<file path="src/logic/smcfs_defines.vh">
// constants for the serial memory command sequencer: depths, command layout, codes
// assumes inclusion by bare name from every design file of the block
`ifndef SMCFS_DEFINES_VH
`define SMCFS_DEFINES_VH

// ----------------------------------------------------------------
// queue geometry
// ----------------------------------------------------------------
`define SMCFS_CMD_W        20
`define SMCFS_CMD_DEPTH    4
`define SMCFS_CMD_AW       2
`define SMCFS_DAT_W        8
`define SMCFS_DAT_DEPTH    8
`define SMCFS_DAT_AW       3
`define SMCFS_CMD_FULL     4'h4
`define SMCFS_DAT_FULL     4'h8
`define SMCFS_USED_ZERO    4'h0

// ----------------------------------------------------------------
// command entry layout
// ----------------------------------------------------------------
`define SMCFS_TYPE_HI      19
`define SMCFS_TYPE_LO      18
`define SMCFS_WID_HI       17
`define SMCFS_WID_LO       16
`define SMCFS_CNT_HI       15
`define SMCFS_CNT_LO       0
`define SMCFS_LAST_BIT     12
`define SMCFS_SEL_HI       11
`define SMCFS_SEL_LO       8
`define SMCFS_BYTE_HI      7
`define SMCFS_BYTE_LO      0

// ----------------------------------------------------------------
// command types and lane widths
// ----------------------------------------------------------------
`define SMCFS_T_SEND       2'h0
`define SMCFS_T_TXCNT      2'h1
`define SMCFS_T_RXCNT      2'h2
`define SMCFS_T_DUMMY      2'h3
`define SMCFS_W_SINGLE     2'h0
`define SMCFS_W_DUAL       2'h1
`define SMCFS_W_QUAD       2'h2
`define SMCFS_W_OCTAL      2'h3
`define SMCFS_CPB_SINGLE   4'h8
`define SMCFS_CPB_DUAL     4'h4
`define SMCFS_CPB_QUAD     4'h2
`define SMCFS_CPB_OCTAL    4'h1
`define SMCFS_CYC_ONE      4'h1
`define SMCFS_CYC_ZERO     4'h0

// ----------------------------------------------------------------
// byte counts and idle pin levels
// ----------------------------------------------------------------
`define SMCFS_N_ZERO       3'h0
`define SMCFS_N_ONE        3'h1
`define SMCFS_N_TWO        3'h2
`define SMCFS_N_FOUR       3'h4
`define SMCFS_SEL_IDLE_N   4'hf
`define SMCFS_OE_OFF_N     8'hff
`define SMCFS_ZERO8        8'h00
`define SMCFS_ZERO16       16'h0000
`define SMCFS_ZERO32       32'h00000000

`endif

</file>
<file path="src/logic/smcfs_fifo.v">
// multi-entry queue: up to four entries pushed and popped per clock
// assumes the caller never pushes beyond free space nor pops beyond used entries
`timescale 1ns/1ps
`include "smcfs_defines.vh"

module smcfs_fifo #(
  parameter WIDTH = 8,
  parameter DEPTH = 8,
  parameter AW    = 3
) (
  input  wire               clk_i,
  input  wire               sys_rst_i,
  input  wire [2:0]         push_cnt_i,
  input  wire [4*WIDTH-1:0] push_data_i,
  input  wire [2:0]         pop_cnt_i,
  output wire [4*WIDTH-1:0] head_o,
  output reg  [3:0]         used_o
);

  // ----------------------------------------------------------------
  // storage and pointers
  // ----------------------------------------------------------------
  reg [WIDTH-1:0] mem [0:DEPTH-1];
  reg [AW-1:0]    wr_ptr;
  reg [AW-1:0]    rd_ptr;
  integer         k;

  // pointers wrap by width alone, so depth must be a power of two
  always @(posedge clk_i or posedge sys_rst_i) begin
    if (sys_rst_i) begin
      wr_ptr <= {AW{1'b0}};
      rd_ptr <= {AW{1'b0}};
      used_o <= `SMCFS_USED_ZERO;
    end else begin
      wr_ptr <= wr_ptr + push_cnt_i[AW-1:0];
      rd_ptr <= rd_ptr + pop_cnt_i[AW-1:0];
      used_o <= used_o + {1'b0, push_cnt_i} - {1'b0, pop_cnt_i};
    end
  end

  always @(posedge clk_i) begin
    for (k = 0; k < 4; k = k + 1) begin
      if (k < push_cnt_i) begin
        mem[wr_ptr + k[AW-1:0]] <= push_data_i[k*WIDTH +: WIDTH];
      end
    end
  end

  // ----------------------------------------------------------------
  // oldest four entries, oldest in the low lane
  // ----------------------------------------------------------------
  genvar g;
  generate
    for (g = 0; g < 4; g = g + 1) begin : gen_head
      localparam [AW-1:0] OFF = g;
      wire [AW-1:0] ridx;
      assign ridx = rd_ptr + OFF;
      assign head_o[g*WIDTH +: WIDTH] = mem[ridx];
    end
  endgenerate

endmodule

</file>
<file path="src/logic/smcfs_top.v">
// command-mode sequencer of a serial memory master: queues, request ports, lane engine
// assumes an interface clock input far slower than clk_i; all software ports on clk_i
`timescale 1ns/1ps
`include "smcfs_defines.vh"

// Summary of operation
// - three bus slave ports exist; only the command side is built here
// - command requests are refused while mapped access owns the queues
// - interface engine is driven only through the three queues
// - command queue holds four twenty-bit phase entries
// - send-byte opens a transfer, sets selects for all of it
// - transmit-count sends queued bytes, ends the transfer, deselects
// - receive-count captures bytes into the receive queue, ends, deselects
// - dummy-count idles the lanes some cycles, never final, no selects
// - one command queue steers both transmit and receive halves
// - three-bit occupancy of the command queue is reported
// - full command queue: error unless blocking, else the write waits
// - transmit queue of eight bytes, four-bit occupancy reported
// - transmit pushes of one, two or four bytes per write
// - too few free transmit entries: error or wait per blocking
// - receive queue of eight bytes, four-bit occupancy reported
// - serial clock stops in a receive-count phase while the receive queue is full
// - receive pops of one, two or four bytes per read
// - too few receive bytes: error or wait per blocking
// - peek returns the oldest receive byte without popping
// - stalls hold the serial clock low with selects still asserted
module smcfs_top (
  input  wire        clk_i,
  input  wire        sys_rst_i,
  input  wire        mapped_access_select_i,
  input  wire        block_i,
  input  wire        cmd_wr_i,
  input  wire [19:0] cmd_data_i,
  output wire        cmd_ack_o,
  output wire        cmd_err_o,
  output wire        cmd_wait_o,
  input  wire        send_push_one_byte_i,
  input  wire        send_push_two_bytes_i,
  input  wire        send_push_four_bytes_i,
  input  wire [31:0] send_data_i,
  output wire        send_ack_o,
  output wire        send_err_o,
  output wire        send_wait_o,
  input  wire        recv_pop_one_byte_i,
  input  wire        recv_pop_two_bytes_i,
  input  wire        recv_pop_four_bytes_i,
  input  wire        recv_peek_byte_i,
  output reg  [31:0] recv_data_o,
  output wire        recv_ack_o,
  output wire        recv_err_o,
  output wire        recv_wait_o,
  output wire [2:0]  cmd_used_o,
  output wire [3:0]  send_used_o,
  output wire [3:0]  recv_used_o,
  output wire        busy_o,
  input  wire        if_clk_i,
  output reg         spi_clk_o,
  output wire [3:0]  spi_sel_n_o,
  input  wire [7:0]  spi_dat_i,
  output reg  [7:0]  spi_dat_o,
  output reg  [7:0]  spi_dat_oe_n_o
);

  // ----------------------------------------------------------------
  // engine states
  // ----------------------------------------------------------------
  localparam [1:0] S_IDLE = 2'h0;
  localparam [1:0] S_LOW  = 2'h1;
  localparam [1:0] S_HIGH = 2'h2;
  localparam [1:0] S_DONE = 2'h3;

  // ----------------------------------------------------------------
  // lane helpers
  // ----------------------------------------------------------------
  function [3:0] cyc_per_byte;
    input [1:0] w;
    begin
      case (w)
        `SMCFS_W_SINGLE: cyc_per_byte = `SMCFS_CPB_SINGLE;
        `SMCFS_W_DUAL:   cyc_per_byte = `SMCFS_CPB_DUAL;
        `SMCFS_W_QUAD:   cyc_per_byte = `SMCFS_CPB_QUAD;
        default:         cyc_per_byte = `SMCFS_CPB_OCTAL;
      endcase
    end
  endfunction

  // msb first; single lane sends on line 0 and listens on line 1
  function [7:0] lane_out;
    input [7:0] sh;
    input [1:0] w;
    begin
      case (w)
        `SMCFS_W_SINGLE: lane_out = {7'h00, sh[7]};
        `SMCFS_W_DUAL:   lane_out = {6'h00, sh[7:6]};
        `SMCFS_W_QUAD:   lane_out = {4'h0, sh[7:4]};
        default:         lane_out = sh;
      endcase
    end
  endfunction

  function [7:0] lane_shift;
    input [7:0] sh;
    input [1:0] w;
    begin
      case (w)
        `SMCFS_W_SINGLE: lane_shift = {sh[6:0], 1'b0};
        `SMCFS_W_DUAL:   lane_shift = {sh[5:0], 2'h0};
        `SMCFS_W_QUAD:   lane_shift = {sh[3:0], 4'h0};
        default:         lane_shift = `SMCFS_ZERO8;
      endcase
    end
  endfunction

  function [7:0] lane_in;
    input [7:0] sh;
    input [7:0] din;
    input [1:0] w;
    begin
      case (w)
        `SMCFS_W_SINGLE: lane_in = {sh[6:0], din[1]};
        `SMCFS_W_DUAL:   lane_in = {sh[5:0], din[1:0]};
        `SMCFS_W_QUAD:   lane_in = {sh[3:0], din[3:0]};
        default:         lane_in = din;
      endcase
    end
  endfunction

  // enables are active low: a zero marks a driven line
  function [7:0] lane_oe_n;
    input [1:0] w;
    begin
      case (w)
        `SMCFS_W_SINGLE: lane_oe_n = 8'hfe;
        `SMCFS_W_DUAL:   lane_oe_n = 8'hfc;
        `SMCFS_W_QUAD:   lane_oe_n = 8'hf0;
        default:         lane_oe_n = 8'h00;
      endcase
    end
  endfunction

  // widest strobe wins when several are raised together
  function [2:0] req_bytes;
    input one;
    input two;
    input four;
    begin
      if (four) begin
        req_bytes = `SMCFS_N_FOUR;
      end else if (two) begin
        req_bytes = `SMCFS_N_TWO;
      end else if (one) begin
        req_bytes = `SMCFS_N_ONE;
      end else begin
        req_bytes = `SMCFS_N_ZERO;
      end
    end
  endfunction

  // ----------------------------------------------------------------
  // declarations
  // ----------------------------------------------------------------
  wire [79:0] cmd_head;
  wire [31:0] send_head;
  wire [31:0] recv_head;
  wire [3:0]  cmd_used;
  wire [2:0]  cmd_push;
  wire [2:0]  send_push;
  wire [2:0]  recv_pop;
  reg  [2:0]  cmd_pop;
  reg  [2:0]  send_pop;
  reg  [2:0]  recv_push;
  reg  [7:0]  recv_byte;
  reg  [1:0]  state;
  reg  [1:0]  ph_type;
  reg  [1:0]  ph_width;
  reg         ph_last;
  reg  [15:0] ph_left;
  reg  [3:0]  cyc_left;
  reg  [7:0]  tx_sh;
  reg  [7:0]  rx_sh;
  reg  [3:0]  sel_mask;
  reg         xfer_on;
  reg         ifc_s1;
  reg         ifc_s2;
  reg         ifc_s3;
  reg  [7:0]  din_s1;
  reg  [7:0]  din_s2;
  wire        tick;
  wire [7:0]  rx_next;

  // ----------------------------------------------------------------
  // command port
  // ----------------------------------------------------------------
  wire cmd_req  = cmd_wr_i & ~mapped_access_select_i;
  wire cmd_full = (cmd_used == `SMCFS_CMD_FULL);

  assign cmd_ack_o  = cmd_req & ~cmd_full;
  assign cmd_err_o  = (cmd_wr_i & mapped_access_select_i)
                    | (cmd_req & cmd_full & ~block_i);
  assign cmd_wait_o = cmd_req & cmd_full & block_i;
  assign cmd_push   = cmd_ack_o ? `SMCFS_N_ONE : `SMCFS_N_ZERO;
  assign cmd_used_o = cmd_used[2:0];

  // ----------------------------------------------------------------
  // transmit data port
  // ----------------------------------------------------------------
  wire [2:0] send_n   = req_bytes(send_push_one_byte_i, send_push_two_bytes_i,
                                  send_push_four_bytes_i);
  wire       send_req = (send_n != `SMCFS_N_ZERO);
  wire [3:0] send_free = `SMCFS_DAT_FULL - send_used_o;
  wire       send_fit = ({1'b0, send_n} <= send_free);
  wire       send_ok  = send_req & ~mapped_access_select_i;

  assign send_ack_o  = send_ok & send_fit;
  assign send_err_o  = (send_req & mapped_access_select_i)
                     | (send_ok & ~send_fit & ~block_i);
  assign send_wait_o = send_ok & ~send_fit & block_i;
  assign send_push   = send_ack_o ? send_n : `SMCFS_N_ZERO;

  // ----------------------------------------------------------------
  // receive data port; peek counts as a one-byte need
  // ----------------------------------------------------------------
  wire [2:0] recv_n   = req_bytes(recv_pop_one_byte_i | recv_peek_byte_i,
                                  recv_pop_two_bytes_i, recv_pop_four_bytes_i);
  wire       recv_req = (recv_n != `SMCFS_N_ZERO);
  wire       recv_fit = ({1'b0, recv_n} <= recv_used_o);
  wire       recv_ok  = recv_req & ~mapped_access_select_i;
  wire       recv_pop_req = recv_pop_one_byte_i | recv_pop_two_bytes_i
                          | recv_pop_four_bytes_i;

  assign recv_ack_o  = recv_ok & recv_fit;
  assign recv_err_o  = (recv_req & mapped_access_select_i)
                     | (recv_ok & ~recv_fit & ~block_i);
  assign recv_wait_o = recv_ok & ~recv_fit & block_i;
  assign recv_pop    = (recv_ack_o & recv_pop_req) ? recv_n : `SMCFS_N_ZERO;

  // unused upper lanes read as zero
  always @(posedge clk_i or posedge sys_rst_i) begin
    if (sys_rst_i) begin
      recv_data_o <= `SMCFS_ZERO32;
    end else if (recv_ack_o) begin
      case (recv_n)
        `SMCFS_N_FOUR: recv_data_o <= recv_head;
        `SMCFS_N_TWO:  recv_data_o <= {`SMCFS_ZERO16, recv_head[15:0]};
        default:       recv_data_o <= {24'h000000, recv_head[7:0]};
      endcase
    end
  end

  // ----------------------------------------------------------------
  // queues
  // ----------------------------------------------------------------
  smcfs_fifo #(
    .WIDTH (`SMCFS_CMD_W),
    .DEPTH (`SMCFS_CMD_DEPTH),
    .AW    (`SMCFS_CMD_AW)
  ) u_cmd_q (
    .clk_i       (clk_i),
    .sys_rst_i   (sys_rst_i),
    .push_cnt_i  (cmd_push),
    .push_data_i ({60'h0, cmd_data_i}),
    .pop_cnt_i   (cmd_pop),
    .head_o      (cmd_head),
    .used_o      (cmd_used)
  );

  smcfs_fifo #(
    .WIDTH (`SMCFS_DAT_W),
    .DEPTH (`SMCFS_DAT_DEPTH),
    .AW    (`SMCFS_DAT_AW)
  ) u_send_q (
    .clk_i       (clk_i),
    .sys_rst_i   (sys_rst_i),
    .push_cnt_i  (send_push),
    .push_data_i (send_data_i),
    .pop_cnt_i   (send_pop),
    .head_o      (send_head),
    .used_o      (send_used_o)
  );

  smcfs_fifo #(
    .WIDTH (`SMCFS_DAT_W),
    .DEPTH (`SMCFS_DAT_DEPTH),
    .AW    (`SMCFS_DAT_AW)
  ) u_recv_q (
    .clk_i       (clk_i),
    .sys_rst_i   (sys_rst_i),
    .push_cnt_i  (recv_push),
    .push_data_i ({24'h000000, recv_byte}),
    .pop_cnt_i   (recv_pop),
    .head_o      (recv_head),
    .used_o      (recv_used_o)
  );

  // ----------------------------------------------------------------
  // interface clock and data line sampling
  // ----------------------------------------------------------------
  always @(posedge clk_i or posedge sys_rst_i) begin
    if (sys_rst_i) begin
      ifc_s1 <= 1'b0;
      ifc_s2 <= 1'b0;
      ifc_s3 <= 1'b0;
      din_s1 <= `SMCFS_ZERO8;
      din_s2 <= `SMCFS_ZERO8;
    end else begin
      ifc_s1 <= if_clk_i;
      ifc_s2 <= ifc_s1;
      ifc_s3 <= ifc_s2;
      din_s1 <= spi_dat_i;
      din_s2 <= din_s1;
    end
  end

  // one engine step per interface clock rise; half a serial clock period per step
  assign tick    = ifc_s2 & ~ifc_s3;
  assign rx_next = lane_in(rx_sh, din_s2, ph_width);

  // ----------------------------------------------------------------
  // queue strobes from the engine; the only way it touches data
  // ----------------------------------------------------------------
  wire need_byte = (state == S_LOW) && (cyc_left == `SMCFS_CYC_ZERO);
  wire send_empty = (send_used_o == `SMCFS_USED_ZERO);
  wire recv_full  = (recv_used_o == `SMCFS_DAT_FULL);

  always @* begin
    cmd_pop   = `SMCFS_N_ZERO;
    send_pop  = `SMCFS_N_ZERO;
    recv_push = `SMCFS_N_ZERO;
    recv_byte = rx_next;
    if (tick && (state == S_IDLE) && (cmd_used != `SMCFS_USED_ZERO)) begin
      cmd_pop = `SMCFS_N_ONE;
    end
    if (tick && need_byte && (ph_type == `SMCFS_T_TXCNT) && !send_empty) begin
      send_pop = `SMCFS_N_ONE;
    end
    if (tick && (state == S_HIGH) && (ph_type == `SMCFS_T_RXCNT)
        && (cyc_left == `SMCFS_CYC_ZERO)) begin
      recv_push = `SMCFS_N_ONE;
    end
  end

  // ----------------------------------------------------------------
  // phase engine
  // ----------------------------------------------------------------
  wire [19:0] cmd_now = cmd_head[19:0];

  always @(posedge clk_i or posedge sys_rst_i) begin
    if (sys_rst_i) begin
      state          <= S_IDLE;
      ph_type        <= `SMCFS_T_SEND;
      ph_width       <= `SMCFS_W_SINGLE;
      ph_last        <= 1'b0;
      ph_left        <= `SMCFS_ZERO16;
      cyc_left       <= `SMCFS_CYC_ZERO;
      tx_sh          <= `SMCFS_ZERO8;
      rx_sh          <= `SMCFS_ZERO8;
      sel_mask       <= `SMCFS_SEL_IDLE_N;
      xfer_on        <= 1'b0;
      spi_clk_o      <= 1'b0;
      spi_dat_o      <= `SMCFS_ZERO8;
      spi_dat_oe_n_o <= `SMCFS_OE_OFF_N;
    end else if (tick) begin
      case (state)
        S_IDLE: begin
          if (cmd_used != `SMCFS_USED_ZERO) begin
            ph_type  <= cmd_now[`SMCFS_TYPE_HI:`SMCFS_TYPE_LO];
            ph_width <= cmd_now[`SMCFS_WID_HI:`SMCFS_WID_LO];
            state    <= S_LOW;
            if (cmd_now[`SMCFS_TYPE_HI:`SMCFS_TYPE_LO] == `SMCFS_T_SEND) begin
              sel_mask <= ~cmd_now[`SMCFS_SEL_HI:`SMCFS_SEL_LO];
              xfer_on  <= 1'b1;
              tx_sh    <= cmd_now[`SMCFS_BYTE_HI:`SMCFS_BYTE_LO];
              ph_last  <= cmd_now[`SMCFS_LAST_BIT];
              ph_left  <= `SMCFS_ZERO16;
              cyc_left <= cyc_per_byte(cmd_now[`SMCFS_WID_HI:`SMCFS_WID_LO]);
            end else begin
              // count phases keep the selects of the opening send-byte
              ph_last  <= (cmd_now[`SMCFS_TYPE_HI:`SMCFS_TYPE_LO]
                           != `SMCFS_T_DUMMY);
              ph_left  <= cmd_now[`SMCFS_CNT_HI:`SMCFS_CNT_LO];
              cyc_left <= `SMCFS_CYC_ZERO;
            end
          end
        end
        S_LOW: begin
          spi_clk_o <= 1'b0;
          if (cyc_left == `SMCFS_CYC_ZERO) begin
            // clock held low while a queue blocks; selects stay put
            case (ph_type)
              `SMCFS_T_TXCNT: begin
                if (!send_empty) begin
                  tx_sh    <= send_head[7:0];
                  cyc_left <= cyc_per_byte(ph_width);
                end
              end
              `SMCFS_T_RXCNT: begin
                if (!recv_full) begin
                  cyc_left <= cyc_per_byte(ph_width);
                end
              end
              default: begin
                cyc_left <= `SMCFS_CYC_ONE;
              end
            endcase
          end else begin
            spi_dat_o <= lane_out(tx_sh, ph_width);
            tx_sh     <= lane_shift(tx_sh, ph_width);
            cyc_left  <= cyc_left - `SMCFS_CYC_ONE;
            if ((ph_type == `SMCFS_T_SEND) || (ph_type == `SMCFS_T_TXCNT)) begin
              spi_dat_oe_n_o <= lane_oe_n(ph_width);
            end else begin
              spi_dat_oe_n_o <= `SMCFS_OE_OFF_N;
            end
            state <= S_HIGH;
          end
        end
        S_HIGH: begin
          spi_clk_o <= 1'b1;
          rx_sh     <= rx_next;
          if (cyc_left != `SMCFS_CYC_ZERO) begin
            state <= S_LOW;
          end else if (ph_left == `SMCFS_ZERO16) begin
            state <= S_DONE;
          end else begin
            ph_left <= ph_left - 16'h0001;
            state   <= S_LOW;
          end
        end
        S_DONE: begin
          spi_clk_o <= 1'b0;
          state     <= S_IDLE;
          if (ph_last) begin
            xfer_on        <= 1'b0;
            sel_mask       <= `SMCFS_SEL_IDLE_N;
            spi_dat_oe_n_o <= `SMCFS_OE_OFF_N;
          end
        end
        default: begin
          state <= S_IDLE;
        end
      endcase
    end
  end

  // ----------------------------------------------------------------
  // pins and status
  // ----------------------------------------------------------------
  assign spi_sel_n_o = xfer_on ? sel_mask : `SMCFS_SEL_IDLE_N;
  assign busy_o      = xfer_on | (state != S_IDLE)
                     | (cmd_used != `SMCFS_USED_ZERO);

endmodule

</file>
<file path="config.mk">
export PLATFORM = sky130hd
export DESIGN_NAME = smcfs_top
export DESIGN_NICKNAME = d
export VERILOG_FILES = /design/src/logic/smcfs_fifo.v /design/src/logic/smcfs_top.v
export VERILOG_INCLUDE_DIRS = /design/src /design/src/logic
export SDC_FILE = /design/constraint.sdc
export NUM_CORES = 1
export LEC_CHECK = 0
export ABC_AREA = 1
export BUFFER_PORTS_ARGS = -buffer_cell sky130_fd_sc_hd__buf_2
export CORE_MARGIN = 10
export CORE_UTILIZATION = 40
export CTS_BUF_LIST = sky130_fd_sc_hd__clkbuf_4
export DETAILED_ROUTE_END_ITERATION = 6
export SKIP_LAST_GASP = 1
export SLEW_MARGIN = 20
export SYNTH_ARGS = -nofsm -noshare
export SYNTH_HDL_FRONTEND = slang
export SYNTH_HIERARCHICAL = 1
export SYNTH_SLANG_ARGS = --single-unit
</file>
<file path="constraint.sdc">
create_clock -name clk_i -period 3.75 [get_ports clk_i]
set_input_delay 0.9375 -clock clk_i [delete_from_list [all_inputs] [get_ports clk_i]]
set_output_delay 0.9375 -clock clk_i [all_outputs]
set_load 0.05 [all_outputs]
</file>
* Yosys cells after proc, flatten, opt, wreduce, memory -nomap -nowiden
Memory sizes are Yosys's and may differ from the RTL's. Cells that the tools add are included.
Storage, ports and cells: bits in registers 143, latch bits 0, RAM bits 208, ROM bits 0, bits of input ports 73, output and inout bits 74, logic and storage cells 277, memories kept 3
Cells by class: add/sub/neg operators 27, $mul 0, div/mod/pow operators 0, $lt $le $gt $ge 14, equality and inequality tests 24, shift operators 0, muxes and demuxes 99, bitwise gates (word level) 36, reductions and logical operators 46
Memory list:
- u_cmd_q.mem | depth 4, width 20, read ports 1, clocked after memory_dff 0, wr ports 1, RTL line smcfs_fifo.v:23 | reg [WIDTH-1:0] mem [0:DEPTH-1];
- u_recv_q.mem | depth 8, width 8, read ports 4, clocked after memory_dff 0, wr ports 1, RTL line smcfs_fifo.v:23
- u_send_q.mem | depth 8, width 8, read ports 1, clocked after memory_dff 0, wr ports 4, RTL line smcfs_fifo.v:23
Operator list (number):
- case mux 8 bit (3 select lines) | 4
- 2-to-1 mux 8 bit | 11
- 2-to-1 mux 16 bit | 4
- case mux 32 bit (2 select lines) | 1
- 2-to-1 mux 20 bit | 3
- OR reduction 20 bit | 3
- 2-to-1 mux 1 bit | 40
- 2-to-1 mux 4 bit | 9
- case mux 16 bit (2 select lines) | 1
- case mux 8 bit (2 select lines) | 2
- case mux 4 bit (2 select lines) | 3
- case mux 4 bit (3 select lines) | 2
- OR reduction 8 bit | 3
- 2-to-1 mux 3 bit | 7
- bitwise AND 1 bit | 20
- adder 3 x 2 -> 3 bit (second input constant) | 6
- 2-to-1 mux 2 bit | 9
- logical NOT 16 bit | 1
- subtractor 16 x 1 -> 16 bit (second input constant) | 1
- AND reduction 5 bit | 3
- nonzero test 2 bit | 6
- == test 2 bit (second input constant) | 5
- logical NOT 2 bit | 5
- inequality test 2 bit (second input constant) | 5
- 42 further kinds | 92

* Depth between registers and ports, before layout
Gate-level depths: netlist (run 1).
depth after elaboration 13, depth in mapped cells 17, depth with buffers taken out 17

* By module
Netlist (run 1), hierarchy kept.
Modules (own cells, without submodules):
- smcfs_fifo at u_cmd_q | instances 1, cells an instance 1397, area each 8190.4 µm², sequential area each 2602.5 µm²
- smcfs_fifo at u_send_q | instances 1, cells an instance 1188, area each 7355.8 µm², sequential area each 2172.1 µm²
- smcfs_fifo at u_recv_q | instances 1, cells an instance 1156, area each 7184.4 µm², sequential area each 2172.1 µm²
- smcfs_top | instances 1, cells an instance 839, area each 6231.0 µm², sequential area each 2787.7 µm²

* Worst setup path after synthesis (run 1)
OpenSTA, ideal clock, no wires.
path type in2out, start in recv_pop_four_bytes_i, end out recv_wait_o, arrival 3195 ps, required time 2812 ps, slack -382 ps, stages on the path 10, path buffers 2, cells stage by stage buf_6 > nor2_8 > o21ai_2 > ha_1 > o21bai_1 > a21oi_1 > nor2_1 > nand2_1 > clkbuf_1 > nor3_1
Between the ends: longest elaborated chain between the ends 5, elaborated cells between the ends (all ways) 7, classes of those cells 1 x order compare; 1 x mux; 4 x bitwise; 1 x reduce/logical
Ends and longest elaborated chain:
- start, declared | RTL line smcfs_top.v:46 | input wire recv_pop_four_bytes_i,
- 2-to-1 mux 3 bit * | RTL line smcfs_top.v:147 | if (four) begin
- less-or-equal comparator 3 x 4 -> 1 bit / nonzero test 3 bit (equally long branches)
- inverter 1 bit / bitwise AND 1 bit (equally long branches) | RTL line smcfs_top.v:234, smcfs_top.v:227
- bitwise AND 1 bit * (2 in series) | RTL line smcfs_top.v:234 | assign recv_wait_o = recv_ok & ~recv_fit & block_i;
- end, declared | RTL line smcfs_top.v:51 | output wire recv_wait_o,
Every way passes the cells marked *; elsewhere a longest branch is shown, timed or not.

* Worst setup path in the final report (run 1)
start reg u_send_q.used_o[1], end out send_err_o
Between the ends: longest elaborated chain between the ends 6
Ends and longest elaborated chain:
- start, declared | RTL line smcfs_fifo.v:17 | output reg [3:0] used_o
- start signal, assigned | RTL line smcfs_fifo.v:33 | used_o <= `SMCFS_USED_ZERO;
- start signal, assigned | RTL line smcfs_fifo.v:37 | used_o <= used_o + {1'b0, push_cnt_i} - {1'b0, pop_cnt_i};
- subtractor 4 bit (no source line)
- less-or-equal comparator 3 x 4 -> 1 bit | RTL line smcfs_top.v:211 | wire send_fit = ({1'b0, send_n} <= send_free);
- inverter 1 bit | RTL line smcfs_top.v:216 | | (send_ok & ~send_fit & ~block_i);
- bitwise AND 1 bit (2 in series) | RTL line smcfs_top.v:216
- OR 1 bit | RTL line smcfs_top.v:216
- end, declared | RTL line smcfs_top.v:42 | output wire send_err_o,
Every way passes these cells.

==> qor.txt, run 1 <==
Via density: 4.94
Worst Hold Class: input pin to asynchronous set/reset pin
Final Cycle Share: 100%
Worst-path clk slew: 0.08 ns
Starting Density: 40.2%
worst slack at placement: 0.0119 ns
worst vdd ir: 0.397 mV
Nets: 4,618
worst slew pin tran: 3.57 ns
Setup violations, final: 1
final hold violations: 0
Die W: 279 um
clock group share of total power: 12.9%
Critical Path Start Type: flip-flop
RSZ-0062 raised after global routing: yes
R2R cell count: 16
TritonRoute pass-1 iters: 6
Worst EP arrival: 2.82 ns
status: complete, but fails checks
launch point of the worst reg-to-reg path: u_send_q/used_o[1]
Synth-to-Final Area Change: 14.5%
DRC viols: 0
CTS buffer count: 104
crit end category: output port
Max Clk Rate: 0.266 GHz
Int Power: 13,600 uW
failing checks: max-slew violations, negative setup slack
crit-path max FO: 3
Die Y-Extent: 279 um
Fillers: 7,102
Worst EP required: 2.81 ns
DRT iter0 DRCs: 2,514
max_slew headroom: -139%
WL final: 93,400 um
root buffer cell: clkbuf_4
combinational group share of total power: 60.2%
gr usage total: 23.5%
vias: 27.0k
Net Sw Frac: 53.0%
Multi-input gate area: 15,300 sq um
die area: 78,000 sq um
Sequential Power Share: 26.9%
final setup margin: -0.00614 ns
P_leak: 0.0164 uW
ANT nets after route: 0
Final Util: 46.0%
Routed WL per cell: 17.1 um
FF/Latch Area: 9740 sq um
initial antenna violation count: 3
clk_lat worst skew: 0.89 ns
CTS tree: done
post-DP HPWL: 67,200 um
number of global-route vias before repair: 25.2k
first-pass GRT wire length: 145,000 um
# port buffers: 146
critical path type: flip-flop to output port
largest net degree at the start of global routing: 98
sw power: 15,300 uW
I/O pin count: 147
gpl congestion: 0.954
Mapped Area: 26,900 sq um
row cnt: 95
yosys warns: 6
CTS H-tree depth: 3
RR Endpoint: u_send_q/mem[6][7]
Syn Inst Count: 4,123
pwr dens: 939 nW/um^2
Final min period: 3.76 ns
Max Cap Violations: 0
core area: 66,900 sq um
reg2reg setup slack: 0.35 ns
# clock sinks: 347
Avg Cell Area, Syn: 6.52 sq um
clock skew: 0.0791 ns
clk buf depth: 3
fraction of layout cells with a size suffix above 1: 12.3%
total power: 28,900 uW
Slew Viols, Final: 190
GRT overflow: 0
==> cells in the final DEF, fill, tap and decap left out, types with 19 or more instances in the layout <==
cell         n
buf_2      142
clkbuf_4   155
nand2_2     31
ha_1        35
dfrtp_1    129
o21ai_0    145
edfxtp_1   208
o21ai_1     23
nor2_2      19
mux2i_1     33
conb_1     263
nand2_1   1638
nand3_1    435
a21oi_1     44
nor2_1     406
nand4_1     91
clkinv_1    30
inv_1      429
buf_4       75
inv_2       46
==> worst max-delay path by stage <==
stage                               endpoint                    from  slack [ns]
final                             send_err_o      u_send_q/used_o[1]      -0.006
after global routing              send_err_o      u_send_q/used_o[0]       -0.14
after CTS                         send_err_o      u_send_q/used_o[1]        -0.1
after detailed placement  u_send_q/used_o[3]  send_push_four_bytes_i        0.01
after global placement    u_send_q/used_o[3]  send_push_four_bytes_i        0.02
after floorplan                  send_wait_o      u_send_q/used_o[0]       -0.05
==> metrics by stage <==
stage / hold slack, ns / instance area [sq um] / instances / TNS (ns)
2_1_floorplan: 0.331 / 27900 / 4385 / -0.0459
3_3_place_gp: 0.335 / 29400 / 5258 / 0
3_5_place_dp: 0.336 / 29400 / 5258 / 0
4_1_cts: 0.0626 / 30800 / 5452 / -0.254
5_1_grt: 0.110 / 30800 / 5455 / -0.441
6_report: 0.130 / 30800 / 5455 / -0.00614
==> critical path: stages (launching register included) <==
cell	delay (ns)
dfrtp_1	0.38
inv_2	0.05
ha_4	0.16
xor2_1	0.14
ha_1	0.33
nand3_1	0.10
nand2_1	0.07
a211oi_2	0.17
buf_4	0.21
nand3_2	0.08
nand2_2	0.13
buf_12	0.15
==> timing repair <==
| item | in CTS | in global routing |
|---|---|---|
| setup endpoints to repair | 4 | 4 |
| gates cloned | 0 | 0 |
| hold buffers | 0 | 0 |
| pin swaps | 5 | 5 |
| gates resized for setup | 15 | 3 |
| setup buffers | 4 | 1 |
==> power by group through the flow <==
stage               Clock (uW)  Combinational, uW  Sequential, uW
floorplan                    0              11600            8190
global route              4040              19400            7970
global placement             0              16400            7800
CTS                       3840              16700            7770
finish                    3720              17400            7780
detailed placement           0              16600            7840
==> routing by layer <==
layer  part of all wire, %  vias up  GRT usage, %  wire length, um
met2                    45     1022          38.1            42400
li1                      -    13600             -                -
met1                    44    12200          31.2            41100
met3                   7.6      177          3.91             7110
met5                 0.036        -             0               34
met4                   3.0        4          8.53             2780
==> sequential cells by signal (all words and copies together) (netlist names), 16 cells and up <==
signal,flops
ph_left,16
recv_data_o,32
u_cmd_q/mem,80
u_send_q/mem,64
u_recv_q/mem,64
==> final cells by class <==
class | count | area share (%)
antenna | 2 | 0.0163
clock buffer | 155 | 3.78
clock inverter | 35 | 0.496
inverter | 482 | 5.94
multi-input combinational | 3333 | 49.8
sequential | 347 | 31.6
tap | 873 | 3.55
timing repair buffer | 228 | 4.81
No activity file was read; power rests on OpenSTA's default activity.
==> inputs of run 2 (changes only) <==
- BUFFER_PORTS_ARGS: -buffer_cell sky130_fd_sc_hd__buf_2 -> not set
- DONT_BUFFER_PORTS: not set -> 1
==> run 2 against run 1 <==
The flow finishes with violations (max-slew violations). Critical path type unchanged. Clock-buffer cell count down 13. Total power fell by 0.62%. Die area did not move. Hold slack got worse by 0.030 ns. Critical path depth fell by 2. Maximum frequency grew 3.9%. Via count is 2.1% lower. Clock skew up 0.026 ns. Combinational power down 5%. Non-clock buffer count down 141. Register-to-register slack better by 0.11 ns. Clock power is essentially flat. Critical endpoint is now recv_wait_o.
==> qor.txt, run 2 (same netlist as run 1, synthesis figures left out) <==
Area after DPL: 28,600 sq um
GRT overflow: 0
CP delay by family, top: buffers and inverters
total power: 28,700 uW
Final Cycle Share: 96.4%
RSZ-0062 raised after global routing: yes
sw power: 15,300 uW
# clock sinks: 347
core area: 66,900 sq um
clk buf depth: 3
I/O pin count: 147
hold_sp: spi_dat_i[3]
Die Y-Extent: 279 um
row cnt: 95
max reg flops: 80
clk_lat worst skew: 0.87 ns
gr usage total: 23.5%
Slew Viols, Final: 190
failing checks: max-slew violations
post-DP HPWL: 67,400 um
WP buf/inv: 4
TritonRoute pass-1 iters: 5
root buffer cell: clkbuf_4
vias: 26.4k
Starting Density: 40.2%
Int Power: 13,500 uW
Worst EP arrival: 2.68 ns
Net Sw Frac: 53.2%
gpl congestion: 0.954
commonest non-fill, non-tap cell in the layout: nand2_1
final hold violations: 0
die area: 78,000 sq um
CTS tree: done
CTS H-tree depth: 3
status: complete, but fails checks
CP dominant cell by count: buf_6
Die W: 279 um
worst slew pin tran: 3.45 ns
R2R cell count: 15
most frequent cells in the layout: nand2_1, nand3_1, inv_1
fraction of layout cells with a size suffix above 1: 9.33%
P_leak: 0.0158 uW
DRC viols: 0
Setup violations, final: 0
pwr dens: 954 nW/um^2
crit-path max FO: 30
# port buffers: 0
CP Launch Point: u_recv_q/used_o[2]
initial antenna violation count: 2
CTS buffer count: 101
clock group share of total power: 13.0%
Routed WL per cell: 17.7 um
largest stage delay on the critical path: 0.34 ns
max_slew headroom: -131%
CP cell instances: buf_6, inv_1, ha_1, a21oi_1, nor2_1, nand2_2, buf_8, nor3_4, buf_6
crit end category: output port
Worst path depth: 9
first-pass GRT wire length: 143,000 um
slowest stage cell, crit path: dfrtp_1
post-route cell area: 30,100 sq um
Max Clk Rate: 0.277 GHz
Critical Path Start Type: flip-flop
WL final: 93,800 um
Synth-to-Final Area Change: 12.0%
Sequential Power Share: 29.6%
DRT iter0 DRCs: 2,921
Final min period: 3.61 ns
ANT nets after route: 0
worst vdd ir: 0.460 mV
Via density: 4.97
largest net degree at the start of global routing: 88
Worst Hold Class: input pin to flip-flop
Worst-path clk slew: 0.06 ns
Nets: 4,474
critical path type: flip-flop to output port
Max Cap Violations: 0
number of global-route vias before repair: 24.0k
launch point of the worst reg-to-reg path: u_send_q/used_o[1]
Cells on Worst Hold Path: 0
clock skew: 0.105 ns
combinational group share of total power: 57.4%
Worst EP required: 2.81 ns
[run 2: per-layer routing]
metal	share of wire, %	vias up	wire length [um]	GRT usage (%)
met4	3.2	2	3020	8.75
met1	43	11900	40000	30.9
li1	-	13300	-	-
met5	0.014	-	13	0
met2	45	1029	42600	37.8
met3	8.7	158	8150	4.64
[run 2: worst register-to-register path: cells and delay by family (launching register included)]
family | cells | cell delay [ns]
adders and majority gates | 4 | 1.36
buffers and inverters | 6 | 0.68
DFF | 1 | 0.39
xor gates and xnor gates | 2 | 0.30
AOI/OAI and AO/OA | 2 | 0.26
and+or+nand+nor | 1 | 0.20
[run 2: worst paths after layout]
kind / slack, ns / to
max in group asynchronous: 1.94 / recv_data_o[4]
max: 0.14 / recv_wait_o
max reg2reg: 0.46 / u_send_q/used_o[2]
min: 0.1 / din_s1[3]
min reg2reg: 0.35 / din_s2[4]
min in group asynchronous: 0.74 / u_cmd_q/rd_ptr[1]
[run 2: area by class of cell]
class | instances | area [sq um]
well taps | 873 | 1090
clock inverters | 44 | 274
fillers | 7034 | 36800
multi-input cells | 3333 | 15400
repair buffers | 87 | 754
inverters | 482 | 1830
clock buffers | 142 | 1070
diodes | 2 | 5.00
flip-flops and latches | 347 | 9740
[run 2: power by group through the flow]
stage	clock network (uW)	registers, uW	logic [uW]
global placement	0	8530	15500
detailed placement	0	8570	15600
finish	3730	8500	16500
global route	4050	8700	18400
CTS	3840	8500	15800
floorplan	0	8190	11600
[run 2: what timing repair did]
action	in CTS	in global routing
endpoints found under the setup margin	4	4
endpoints found under the hold margin	41	0
pin swaps	3	4
hold buffers	5	0
buffers inserted	3	1
resized for setup	14	9
[run 2: per-stage QoR]
step           TNS [ns]  instances  worst slack, ns  util (%)  hold WS [ns]
2_1_floorplan   -0.0459       4385          -0.0459         -         0.331
3_3_place_gp          0       5113            0.240      42.8         0.334
3_5_place_dp          0       5113            0.182      42.8         0.336
4_1_cts               0       5307          0.00215      44.9       0.00392
5_1_grt         -0.0737       5309          -0.0421      45.0        0.0399
6_report              0       5310            0.135      45.0        0.0992
==> inputs of run 3 (changes only) <==
- clock period: 3.75 -> 3.3 ns (I/O delays scaled with it)
==> run 3 against run 2 <==
The flow finishes with violations (max-slew violations, negative setup slack). Critical path type unchanged. Total power rose by 14%. Hold slack improved by 0.047 ns. Critical endpoint is now send_err_o. Clock skew fell by 0.023 ns.
==> qor.txt, run 3 (same netlist as run 1, synthesis figures left out) <==
Setup violations, final: 5
Via density: 4.90
Sequential Power Share: 30.0%
max_slew headroom: -112%
combinational group share of total power: 57.1%
largest net degree at the start of global routing: 112
RSZ-0062 raised after global routing: yes
Critical Path Start Type: flip-flop
CTS H-tree depth: 3
fraction of layout cells with a size suffix above 1: 10.5%
clock skew: 0.0819 ns
DRC viols: 0
post-route insts no fill: 5,349
gr usage total: 22.9%
WL final: 91,100 um
worst vdd ir: 0.559 mV
Int Power: 15,600 uW
Max Clk Rate: 0.277 GHz
worst slew pin tran: 3.17 ns
post-route cell area: 30,600 sq um
# port buffers: 0
Die Y-Extent: 279 um
Worst EP arrival: 2.78 ns
hold slack: 0.147 ns
core area: 66,900 sq um
post-DP HPWL: 65,500 um
final setup margin: -0.304 ns
crit end category: output port
initial antenna violation count: 2
Final Util: 45.8%
P_leak: 0.0161 uW
row cnt: 95
die area: 78,000 sq um
number of global-route vias before repair: 23.7k
DRT iter0 DRCs: 2,568
TritonRoute pass-1 iters: 6
# clock sinks: 347
Worst-path clk slew: 0.08 ns
max reg flops: 80
clk buf depth: 3
Max Cap Violations: 0
clk_lat worst skew: 0.88 ns
CTS buffer count: 99
Worst Hold Class: input pin to flip-flop
I/O pin count: 147
vias: 26.2k
Synth-to-Final Area Change: 13.9%
Area after DPL: 28,900 sq um
Worst EP required: 2.47 ns
Final min period: 3.60 ns
placed cell count: 5,138
Final Cycle Share: 109%
worst slack at placement: 0.0422 ns
clock group share of total power: 12.9%
Net Sw Frac: 52.3%
most frequent cells in the layout: nand2_1, nand3_1, inv_1
CTS tree: done
critical path type: flip-flop to output port
FF/Latch Area: 9740 sq um
ANT nets after route: 0
Multi-input gate area: 15,400 sq um
root buffer cell: clkbuf_4
commonest non-fill, non-tap cell in the layout: nand2_1
Fillers: 6,989
pwr dens: 1070 nW/um^2
Slew Viols, Final: 191
final hold violations: 0
failing checks: max-slew violations, negative setup slack
Starting Density: 40.2%
Die W: 279 um
first-pass GRT wire length: 139,000 um
Nets: 4,514
Routed WL per cell: 17.0 um
GRT overflow: 0
sw power: 17,100 uW
crit-path max FO: 3
status: complete, but fails checks
gpl congestion: 0.975
## run 3: changes by cell type in the layout (fill, tap and decap cells not counted), sizes merged
cell / previous run / this run
clkbuf: 142 / 151
buf: 82 / 118
clkinvlp: 2 / 3
clkinv: 43 / 32
bufinv: 3 / 2
bufbuf: 0 / 1
dlygate4sd3: 5 / 10
diode: 2 / 1
## run 3: repair_timing
action,CTS,global route
hold buffers,10,0
cloned,1,0
pin swaps,10,8
gates resized for setup,25,6
setup endpoints to repair,8,79
hold endpoints to repair,103,0
buffers inserted,9,6
## run 3: metrics by stage
stage | setup TNS (ns) | power, uW
2_1_floorplan | -0.273 | 22600
3_3_place_gp | 0 | 27300
3_5_place_dp | 0 | 27500
4_1_cts | -1.38 | 32100
5_1_grt | -1.71 | 35500
6_report | -0.863 | 32700
## run 3: critical path: stages, from the launching register on
cell and delay (ns):
dfrtp_2 0.36, inv_2 0.05, ha_4 0.16, xor2_2 0.18, ha_4 0.29, nand3b_1 0.12
a211oi_4 0.30, buf_6 0.15, nand3_2 0.06, nand2_2 0.11, buf_12 0.14
## run 3: path summary, 6_finish.rpt
check	start	to	slack (ns)	cells after the start
worst max-delay path	u_send_q/used_o[0]	send_err_o	-0.30	10
worst min-delay path	send_data_i[29]	u_send_q/mem[2][5]	0.15	2
worst max register to register	u_send_q/used_o[0]	u_send_q/mem[3][2]	0.13	17
worst min register to register	din_s1[0]	din_s2[0]	0.35	0
max in group asynchronous	sys_rst_i	din_s2[7]	1.96	3
min in group asynchronous	sys_rst_i	u_cmd_q/wr_ptr[0]	0.61	2
## run 3: power by group through the flow
stage / logic (uW) / registers [uW] / clock network [uW]
2_1_floorplan: 13200 / 9310 / 0
3_3_place_gp: 17500 / 9870 / 0
3_5_place_dp: 17600 / 9880 / 0
4_1_cts: 17900 / 9820 / 4380
5_1_grt: 20900 / 10000 / 4590
6_report: 18700 / 9810 / 4230
## run 3: layer usage
layer	global-route usage (%)	share of wire [%]
met1	29.4	43
met3	4.83	7.5
met4	9.69	3.7
met5	0	0.014
met2	36.9	46
## run 3: cell type report
| type | instances | share of cell area [%] |
|---|---|---|
| Inverter | 482 | 5.98 |
| Sequential cell | 347 | 31.8 |
| Tap cell | 873 | 3.57 |
| Antenna cell | 1 | 0.00817 |
| Clock buffer | 151 | 3.70 |
| Clock inverter | 33 | 0.633 |
| Timing Repair Buffer | 129 | 3.89 |
| Multi-Input combinational cell | 3333 | 50.4 |
